$ cat config.mk
export PLATFORM = sky130hd
export DESIGN_NAME = clock_mode_and_low_power_ctrl
export DESIGN_NICKNAME = d
export VERILOG_FILES = /design/src/design/clk_mode_pkg.sv /design/src/design/clock_mode_and_low_power_ctrl.sv
export SDC_FILE = /design/constraint.sdc
export NUM_CORES = 1
export LEC_CHECK = 0
export BUFFER_PORTS_ARGS = -buffer_cell sky130_fd_sc_hd__buf_2
export CAP_MARGIN = 40
export CORE_AREA = 2 2 77 79
export CTS_CLUSTER_DIAMETER = 150
export DETAILED_ROUTE_END_ITERATION = 7
export DIE_AREA = 0 0 79 81
export PLACE_DENSITY = 0.93
export SLEW_MARGIN = 10
export SYNTH_ARGS = -nofsm -noshare
export SYNTH_HDL_FRONTEND = slang
export SYNTH_SLANG_ARGS = --single-unit
$ cat constraint.sdc
create_clock -name pclk -period 3.3 [get_ports pclk]
set_input_delay 0.495 -clock pclk [delete_from_list [all_inputs] [get_ports pclk]]
set_output_delay 0.495 -clock pclk [all_outputs]
set_load 0.01 [all_outputs]
$ cat src/design/clk_mode_pkg.sv
`default_nettype none
package clk_mode_pkg;
  // apb register byte offsets
  localparam logic [7:0] CTRL_OFS = 8'h00;
  localparam logic [7:0] FLAG_OFS = 8'h04;
  localparam logic [7:0] PLL_OFS = 8'h08;
  localparam logic [7:0] MODE_OFS = 8'h0C;
  localparam logic [7:0] STATUS_OFS = 8'h10;
  // ctrl register fields (masks)
  localparam int CTRL_ALT_MASK_POS = 8;
  localparam int CTRL_DIV16_MASK_POS = 9;
  localparam int CTRL_LOCK_MASK_POS = 7;
  localparam int CTRL_STOP_MASK_POS = 10;
  localparam logic [31:0] CTRL_RESET = 32'h0000_0000;
  // flag register fields
  localparam int FLAG_PLL_SEL_POS = 0;
  localparam int FLAG_LOCK_POS = 1;
  localparam int FLAG_DIV16_N_POS = 3;
  localparam int FLAG_ALT_SEL_POS = 4;
  localparam int FLAG_WAIT_SEL_POS = 5;
  localparam int FLAG_LPW_OPT_POS = 6;
  localparam int FLAG_AUTO_OFF_POS = 7;
  localparam int FLAG_ALT_I_POS = 8;
  localparam int FLAG_DIV16_I_POS = 9;
  localparam int FLAG_LOCK_I_POS = 10;
  localparam int FLAG_STOP_I_POS = 11;
  localparam int FLAG_HALVE_POS = 15;
  // pll register fields
  localparam int PLL_DIV_POS = 0;
  localparam int PLL_MUL_POS = 4;
  localparam logic [1:0] PLL_MUL_RESET = 2'h0;
  localparam logic [2:0] PLL_DIV_RESET = 3'h7;
  localparam logic [2:0] PLL_DIV_OFF = 3'h7;
  // mode register fields
  localparam int MODE_SLEEP_POS = 0;
  localparam int MODE_STOP_POS = 1;
  // timing
  localparam int STOP_WAKE_OSC_PERIODS = 2048;
  localparam int STOP_GUARD_EXTRA = 6;
  localparam logic [11:0] STOP_WAKE_CYCLES = 12'(STOP_WAKE_OSC_PERIODS - 1);
  localparam logic [4:0] STOP_ENTRY_LEN = 5'h02;
  localparam logic [4:0] STOP_GUARD_CYCLES = 5'(STOP_ENTRY_LEN + 5'(STOP_GUARD_EXTRA));
  localparam logic [3:0] DIV16_LAST = 4'hF;

  typedef enum logic [2:0] {
    SRC_HALVED,
    SRC_DIV16,
    SRC_PLL,
    SRC_ALT,
    SRC_OFF
  } root_src_t;

  typedef enum {
    RUN,
    SLEEP,
    LP_SLEEP,
    STOP_ENTRY,
    STOPPED,
    STOP_WAKE
  } pm_state_t;

  typedef struct packed {
    logic [1:0] mul;
    logic [2:0] div;
    logic on;
  } pll_cfg_t;

  typedef struct packed {
    logic alt;
    logic div16;
    logic lock;
    logic stop;
  } irq_vec_t;
endpackage
`default_nettype wire

$ cat src/design/clock_mode_and_low_power_ctrl.sv
// How it works
// pll select, no alt, div16 off: root is halved input times 24/20/16/12 over N.
// alt select wins, then div16 select low gives /16, else pll select low halved.
// plain sleep with low-power option clear leaves root source unchanged.
// alt-switch flag on alt root change, div16 flag on div16 select toggle.
// pll-settle flag on every lock status toggle, both directions.
// stop-wake flag set when input clock restarts after stop.
// each pending flag forwards a request only while its mask bit is set.
// pending flags clear only when software writes 1 to them.
// alt clock usable as root only when its present status is set; low-power sleep with wait select set roots alt without checking it.
// divider field all ones switches the pll off.
// auto-off enable turns the pll off while alt clock is root.
// writing 0 to sleep bit gates core clock until interrupt acknowledged.
// low-power sleep gates core, disables pll, exits on acknowledge.
// low-power sleep clocks peripherals by /16 or alt per wait select.
// wake from low-power /16 sleep returns root to plain halved input.
// wake from low-power alt sleep keeps alt as root.
// stop halts root, pll off, keeps state except pll select and stop flag.
// stop lasts until an external wake-up line asserts.
// execution resumes 2048 input periods after stop wake-up.
// leaving stop sets stop-wake flag, request if stop mask set.
// reset while stopped restarts the clock.
// wake-up within N+6 cycles of stop entry start is ignored.
// halved input is input/2 when halve bit set (reset), else input.
// pll root only when locked and regulator ok, else fall back to halved.
// reset gives halved root, multiplier 00, divider 111, alt and wait selects 0.
`default_nettype none
module clock_mode_and_low_power_ctrl
  import clk_mode_pkg::*;
(
  input wire logic pclk,
  input wire logic presetn,
  input wire logic psel,
  input wire logic penable,
  input wire logic pwrite,
  input wire logic [7:0] paddr,
  input wire logic [31:0] pwdata,
  output logic [31:0] prdata,
  output logic pready,
  output logic pslverr,
  input wire logic pll_locked,
  input wire logic regulator_ok,
  input wire logic alt_clock_present_status,
  input wire logic irq_ack,
  input wire logic wake_line,
  output root_src_t root_src,
  output pll_cfg_t pll_cfg,
  output logic [4:0] pll_ratio_mul,
  output logic halved_input_clock_en,
  output logic div16_tick,
  output logic core_clock_en,
  output logic periph_clock_en,
  output irq_vec_t irq_req
);
  logic [31:0] ctrl_q;
  logic pll_select_bit_q;
  logic div16_select_n_q;
  logic alt_clock_select_q;
  logic wait_clock_select_q;
  logic low_power_wait_option_q;
  logic pll_auto_off_enable_q;
  logic input_halve_bit_q;
  logic [1:0] pll_multiplier_field_q;
  logic [2:0] pll_divider_field_q;
  irq_vec_t pend_q;
  irq_vec_t set_ev;
  irq_vec_t clr_ev;
  pm_state_t state_q;
  logic [11:0] wake_cnt_q;
  logic [4:0] guard_cnt_q;
  logic halve_ph_q;
  logic [3:0] div16_cnt_q;
  logic lock_q;
  logic alt_root_q;
  logic div16_q;
  logic wr;
  logic rd_ok;
  logic alt_ok;
  logic pll_on;
  logic alt_root;
  logic sleep_wr;
  logic stop_wr;

  assign wr = psel && penable && pwrite;
  // every register answers in its access cycle, so no wait state is ever inserted
  assign pready = 1'b1;
  assign rd_ok = paddr == CTRL_OFS || paddr == FLAG_OFS ||
    paddr == PLL_OFS || paddr == MODE_OFS ||
    paddr == STATUS_OFS;
  assign pslverr = psel && penable && !rd_ok;
  assign sleep_wr = wr && paddr == MODE_OFS && !pwdata[MODE_SLEEP_POS];
  assign stop_wr = wr && paddr == MODE_OFS && pwdata[MODE_STOP_POS];

  // control registers
  always_ff @(posedge pclk or negedge presetn)
  begin
    if (!presetn)
    begin
      ctrl_q <= CTRL_RESET;
      pll_multiplier_field_q <= PLL_MUL_RESET;
      pll_divider_field_q <= PLL_DIV_RESET;
    end
    else
    begin
      if (wr && paddr == CTRL_OFS)
        ctrl_q <= pwdata & ((32'h1 << CTRL_ALT_MASK_POS) | (32'h1 << CTRL_DIV16_MASK_POS) |
          (32'h1 << CTRL_LOCK_MASK_POS) | (32'h1 << CTRL_STOP_MASK_POS));
      if (wr && paddr == PLL_OFS)
      begin
        pll_multiplier_field_q <= pwdata[PLL_MUL_POS +: 2];
        pll_divider_field_q <= pwdata[PLL_DIV_POS +: 3];
      end
    end
  end

  always_ff @(posedge pclk or negedge presetn)
  begin
    if (!presetn)
    begin
      pll_select_bit_q <= 1'b0;
      div16_select_n_q <= 1'b1;
      alt_clock_select_q <= 1'b0;
      wait_clock_select_q <= 1'b0;
      low_power_wait_option_q <= 1'b0;
      pll_auto_off_enable_q <= 1'b0;
      input_halve_bit_q <= 1'b1;
    end
    else
    begin
      if (wr && paddr == FLAG_OFS)
      begin
        pll_select_bit_q <= pwdata[FLAG_PLL_SEL_POS];
        div16_select_n_q <= pwdata[FLAG_DIV16_N_POS];
        alt_clock_select_q <= pwdata[FLAG_ALT_SEL_POS];
        wait_clock_select_q <= pwdata[FLAG_WAIT_SEL_POS];
        low_power_wait_option_q <= pwdata[FLAG_LPW_OPT_POS];
        pll_auto_off_enable_q <= pwdata[FLAG_AUTO_OFF_POS];
        input_halve_bit_q <= pwdata[FLAG_HALVE_POS];
      end
      if (state_q == STOP_ENTRY)
        pll_select_bit_q <= 1'b0;
      if (state_q == LP_SLEEP && irq_ack && !wait_clock_select_q)
        div16_select_n_q <= 1'b1;
      if (state_q == LP_SLEEP && irq_ack && wait_clock_select_q)
        alt_clock_select_q <= 1'b1;
    end
  end

  // power mode sequencing
  always_ff @(posedge pclk or negedge presetn)
  begin
    if (!presetn)
    begin
      state_q <= RUN;
      guard_cnt_q <= '0;
      wake_cnt_q <= '0;
    end
    else
    begin
      unique case (state_q)
        RUN:
        begin
          if (stop_wr)
          begin
            state_q <= STOP_ENTRY;
            guard_cnt_q <= '0;
          end
          else if (sleep_wr)
            state_q <= low_power_wait_option_q ? LP_SLEEP : SLEEP;
        end
        SLEEP:
          if (irq_ack)
            state_q <= RUN;
        LP_SLEEP:
          if (irq_ack)
            state_q <= RUN;
        STOP_ENTRY:
        begin
          // wake lines are not looked at here, which gives the guard time
          guard_cnt_q <= guard_cnt_q + 5'h01;
          if (guard_cnt_q == STOP_GUARD_CYCLES - 5'h01)
            state_q <= STOPPED;
        end
        STOPPED:
          if (wake_line)
          begin
            state_q <= STOP_WAKE;
            wake_cnt_q <= '0;
          end
        STOP_WAKE:
        begin
          wake_cnt_q <= wake_cnt_q + 12'h001;
          if (wake_cnt_q == STOP_WAKE_CYCLES)
            state_q <= RUN;
        end
      endcase
    end
  end

  // clock dividers as enables
  // both dividers hold in stop, so their phase carries across it
  always_ff @(posedge pclk or negedge presetn)
  begin
    if (!presetn)
    begin
      halve_ph_q <= 1'b0;
      div16_cnt_q <= '0;
    end
    else if (state_q != STOPPED)
    begin
      halve_ph_q <= ~halve_ph_q;
      if (halved_input_clock_en)
        div16_cnt_q <= div16_cnt_q + 4'h1;
    end
  end
  assign halved_input_clock_en = (state_q != STOPPED) &&
    (!input_halve_bit_q || halve_ph_q);
  assign div16_tick = halved_input_clock_en && div16_cnt_q == DIV16_LAST;

  // root selection
  assign alt_ok = alt_clock_select_q && alt_clock_present_status;
  assign pll_on = pll_divider_field_q != PLL_DIV_OFF &&
    !(pll_auto_off_enable_q && alt_ok) &&
    state_q != LP_SLEEP && state_q != STOP_ENTRY &&
    state_q != STOPPED && state_q != STOP_WAKE;
  always_comb
  begin
    if (state_q == STOPPED || state_q == STOP_WAKE)
      root_src = SRC_OFF;
    else if (state_q == LP_SLEEP)
      root_src = wait_clock_select_q ? SRC_ALT : SRC_DIV16;
    else if (alt_ok)
      root_src = SRC_ALT;
    else if (!div16_select_n_q)
      root_src = SRC_DIV16;
    else if (pll_select_bit_q && pll_on && pll_locked && regulator_ok)
      root_src = SRC_PLL;
    else
      root_src = SRC_HALVED;
  end
  assign alt_root = root_src == SRC_ALT;
  always_comb
  begin
    unique case (pll_multiplier_field_q)
      2'h2: pll_ratio_mul = 5'h18;
      2'h0: pll_ratio_mul = 5'h14;
      2'h3: pll_ratio_mul = 5'h10;
      2'h1: pll_ratio_mul = 5'h0C;
    endcase
  end
  assign pll_cfg = '{mul: pll_multiplier_field_q, div: pll_divider_field_q, on: pll_on};
  // sleep only gates the core, peripherals keep their enable
  assign core_clock_en = state_q == RUN;
  assign periph_clock_en = state_q != STOPPED && state_q != STOP_WAKE && state_q != STOP_ENTRY;

  // event detection
  always_ff @(posedge pclk or negedge presetn)
  begin
    if (!presetn)
    begin
      lock_q <= 1'b0;
      alt_root_q <= 1'b0;
      div16_q <= 1'b1;
    end
    else
    begin
      lock_q <= pll_locked;
      alt_root_q <= alt_root;
      div16_q <= div16_select_n_q;
    end
  end
  // each toggle is seen against last cycle's copy, so a flag sets one cycle late
  always_comb
  begin
    set_ev.alt = alt_root != alt_root_q;
    set_ev.div16 = div16_select_n_q != div16_q;
    set_ev.lock = pll_locked != lock_q;
    set_ev.stop = state_q == STOP_WAKE && wake_cnt_q == STOP_WAKE_CYCLES;
  end
  always_comb
  begin
    clr_ev.alt = wr && paddr == FLAG_OFS && pwdata[FLAG_ALT_I_POS];
    clr_ev.div16 = wr && paddr == FLAG_OFS && pwdata[FLAG_DIV16_I_POS];
    clr_ev.lock = wr && paddr == FLAG_OFS && pwdata[FLAG_LOCK_I_POS];
    clr_ev.stop = wr && paddr == FLAG_OFS && pwdata[FLAG_STOP_I_POS];
  end

  // set wins over a same-cycle clear
  always_ff @(posedge pclk or negedge presetn)
  begin
    if (!presetn)
      pend_q <= '0;
    else
      pend_q <= set_ev | (pend_q & ~clr_ev);
  end
  always_comb
  begin
    irq_req.alt = pend_q.alt && ctrl_q[CTRL_ALT_MASK_POS];
    irq_req.div16 = pend_q.div16 && ctrl_q[CTRL_DIV16_MASK_POS];
    irq_req.lock = pend_q.lock && ctrl_q[CTRL_LOCK_MASK_POS];
    irq_req.stop = pend_q.stop && ctrl_q[CTRL_STOP_MASK_POS];
  end

  // read mux
  always_comb
  begin
    prdata = 32'h0000_0000;
    unique case (paddr)
      CTRL_OFS: prdata = ctrl_q;
      FLAG_OFS:
      begin
        prdata[FLAG_PLL_SEL_POS] = pll_select_bit_q;
        prdata[FLAG_LOCK_POS] = pll_locked;
        prdata[FLAG_DIV16_N_POS] = div16_select_n_q;
        prdata[FLAG_ALT_SEL_POS] = alt_clock_select_q;
        prdata[FLAG_WAIT_SEL_POS] = wait_clock_select_q;
        prdata[FLAG_LPW_OPT_POS] = low_power_wait_option_q;
        prdata[FLAG_AUTO_OFF_POS] = pll_auto_off_enable_q;
        prdata[FLAG_ALT_I_POS] = pend_q.alt;
        prdata[FLAG_DIV16_I_POS] = pend_q.div16;
        prdata[FLAG_LOCK_I_POS] = pend_q.lock;
        prdata[FLAG_STOP_I_POS] = pend_q.stop;
        prdata[FLAG_HALVE_POS] = input_halve_bit_q;
      end
      PLL_OFS:
      begin
        prdata[PLL_DIV_POS +: 3] = pll_divider_field_q;
        prdata[PLL_MUL_POS +: 2] = pll_multiplier_field_q;
      end
      MODE_OFS: prdata[MODE_SLEEP_POS] = state_q == RUN;
      STATUS_OFS:
      begin
        prdata[2:0] = root_src;
        prdata[3] = pll_on;
        prdata[4] = alt_clock_present_status;
      end
      default: prdata = 32'h0000_0000;
    endcase
  end
endmodule
`default_nettype wire

==> run metrics <==
r2r setup slk 1.25 ns; hold slack 0.1971 ns; GPL Wtd Cong 0.8695; Die H 81 um; Post-Syn Area per Cell 10.08 sq um; TritonCTS Buffers 5; largest net degree at the start of global routing 27; CP Cell Sequence nand2b_1 > inv_1 > a31o_2 > nor2_1 > a221o_1 > buf_2; post-placement cell count 421; Synth top area share 35.84%; number of detailed-route iterations in the first pass 4; origin of the critical flop-to-flop path guard_cnt_q[0]; antenna cells 0; Layout Utilization 59.02%; total I/O pin count 106; dominant cell type by area after synthesis dfrtp_1; Min-Delay Path Class input pin to async pin; Final Non-Filler Cells 429; Slew HR 52.74%; Worst Path Required 2.80 ns; Routed WL per cell 14.92 um; largest cells by area after synthesis dfrtp_1 36%, buf_4 5.9%, dfstp_2 5.4%; final setup fails 0; Syn-to-layout area delta 14.21%; worst-case clock buffer depth 2; commonest non-fill, non-tap cells in the layout 64 x buf_2, 42 x dfrtp_1, 22 x conb_1; Pwr per Cell Area 480.6 nW/um^2; Critical Path AT 2.21 ns; crit path max fanout 14; cells on worst reg2reg path 5; main flop type after synthesis dfrtp_1; commonest non-fill, non-tap cell in the layout buf_2; outcome complete, no violations; initial core utilization 51.68%; Post-Syn Area 2933 sq um; sequential fraction of the synthesis area 41.21%; initial antenna violation count 0; Critical Path End Type output pin; hold_buf cts 0; share of cells above drive strength 1 28.81%; placed cell areas 3252 sq um; minimum clock period 2.703 ns; global-route wire length before repair 10.39 mm; routed vias/inst 5.536; CTS clk-pin slew, worst paths 0.10 ns; register bit total from synthesis 48; full die area 6399 sq um; DP HPWL 4.969 mm; grt total ovfl 0; drt drc 0; GRT Util Overall 20.65%; fillers 484; Syn Inst Count 291; drt total wl 6.402 mm; post-CTS setup buffer count 0; fin. max-slew vios 0; slowest CP cell dfrtp_1; vias after detailed routing 2375; Max stage delay on crit path 0.54 ns; ys async rst share 100.0%; maximum VDD drop 0.3531 mV; core box area 5675 sq um; Netlist cell types 56; Root Buffer clkbuf_8; CTS tree yes; Setup crit start kind flip-flop; Final Hold Vio Count 0; vias in the first global route 2232; CTS Sinks 48; f_max 369.9 MHz; input/output buffers 64; Top delay family on crit path flip-flops; Crit path buffers/inverters 2; Routed Antenna Nets 0; worst r2r dst state_q[1]; # resized after CTS 0; Layout Nets 410; max cap viols 0; final instance area 3349 sq um; TNS Setup 0 ns; CTS H-tree depth 2; Fin Clk Skew 0.01515 ns; RSZ-0062 raised after global routing false; Clk Latency, worst-skew pair 0.31 ns; DIE WIDTH 79 um; synth warn 0; period utilisation layout 81.92%; Post-synth EDFFs 0; Leak 0.001630 uW; row count 28; WS Path Type flip-flop to output pin; 1st-iter DRT viols 157; Tightest Pin Transition 0.6911 ns
where the power goes:
group          total [uW]  leakage (uW)  internal [uW]  switching, uW
Combinational         396       0.00102            189            206
Clock                 372     0.0000434            170            203
Sequential            842      0.000572            709            133
per-stage QoR:
step                total power [uW]  setup WS [ns]
floorplan                       1133          1.167
global placement                1211         0.9348
detailed placement              1246         0.9290
CTS                             1617         0.6277
global route                    1715         0.4045
finish                          1610         0.5966
cells in the mapped netlist (3+ instances only):
library cell and instances:
a21oi_1 5, a221o_1 4, a22o_1 7, a41oi_1 3, and2_1 7, and3_1 3
and4_1 5, buf_4 23, clkbuf_1 6, dfrtp_1 42, dfstp_2 6, ha_1 7
inv_1 15, mux2_1 4, mux2_2 6, mux2_4 5, mux2i_1 12, nand2_1 20
nand3_1 14, nand4_1 6, nor2_1 17, nor2b_1 3, nor3_1 4, o211ai_1 4
o21ai_0 12, o31ai_1 6, xnor2_1 8
final cells by class:
class | instances | area, sq um | area share (%)
multi-input cells | 217 | 1538 | 45.91
flip-flops and latches | 48 | 1209 | 36.09
repair buffers | 66 | 355.3 | 10.61
well taps | 75 | 93.84 | 2.802
clock buffers | 6 | 82.58 | 2.465
inverters | 15 | 56.30 | 1.681
clock inverters | 2 | 15.01 | 0.4483
worst max-delay path by stage:
stage               startpoint  slack [ns]        end  cells after the start
finish              state_q[1]        0.60  prdata[0]                      6
global route        state_q[1]        0.40  prdata[1]                      5
CTS                 state_q[1]        0.63  prdata[0]                      6
detailed placement    paddr[5]        0.93  prdata[1]                      6
global placement      paddr[5]        0.93  prdata[1]                      6
floorplan             paddr[5]        1.17  prdata[0]                      4
worst register-to-register path, cell delays in order, from the launching register on:
cell and delay (ns):
dfrtp_1 0.41, ha_1 0.24, nor4bb_1 0.15, a2111oi_0 0.65
a211oi_1 0.15, a221o_1 0.35
sequential cells by signal (all words and copies together), names as in the netlist, 2 cells and up:
name,count
state_q,3
pll_divider_field_q,3
div16_cnt_q,4
guard_cnt_q,5
wake_cnt_q,12
pend_q,4
ctrl_q,4
pll_multiplier_field_q,2
layer usage:
layer  GRT usage (%)  share of wire (%)
met1           25.52                 43
met2           36.53                 50
met4           7.241                1.3
met5               0                  0
met3           3.667                5.0
cell families (layout without fill, tap and decap cells):
| family | count (synthesis) | after routing | share of synthesized area, % |
|---|---|---|---|
| xor gates and xnor gates | 9 | 9 | 2.688 |
| AOI/OAI and AO/OA | 55 | 55 | 14.16 |
| and+or+nand+nor | 97 | 97 | 19.28 |
| adders and majority gates | 7 | 7 | 2.986 |
| other | 2 | 22 | 0.2561 |
| buffers and inverters | 46 | 89 | 8.916 |
| muxes | 27 | 27 | 10.49 |
| DFF | 48 | 48 | 41.21 |
Power figures use the tool's default switching activity.
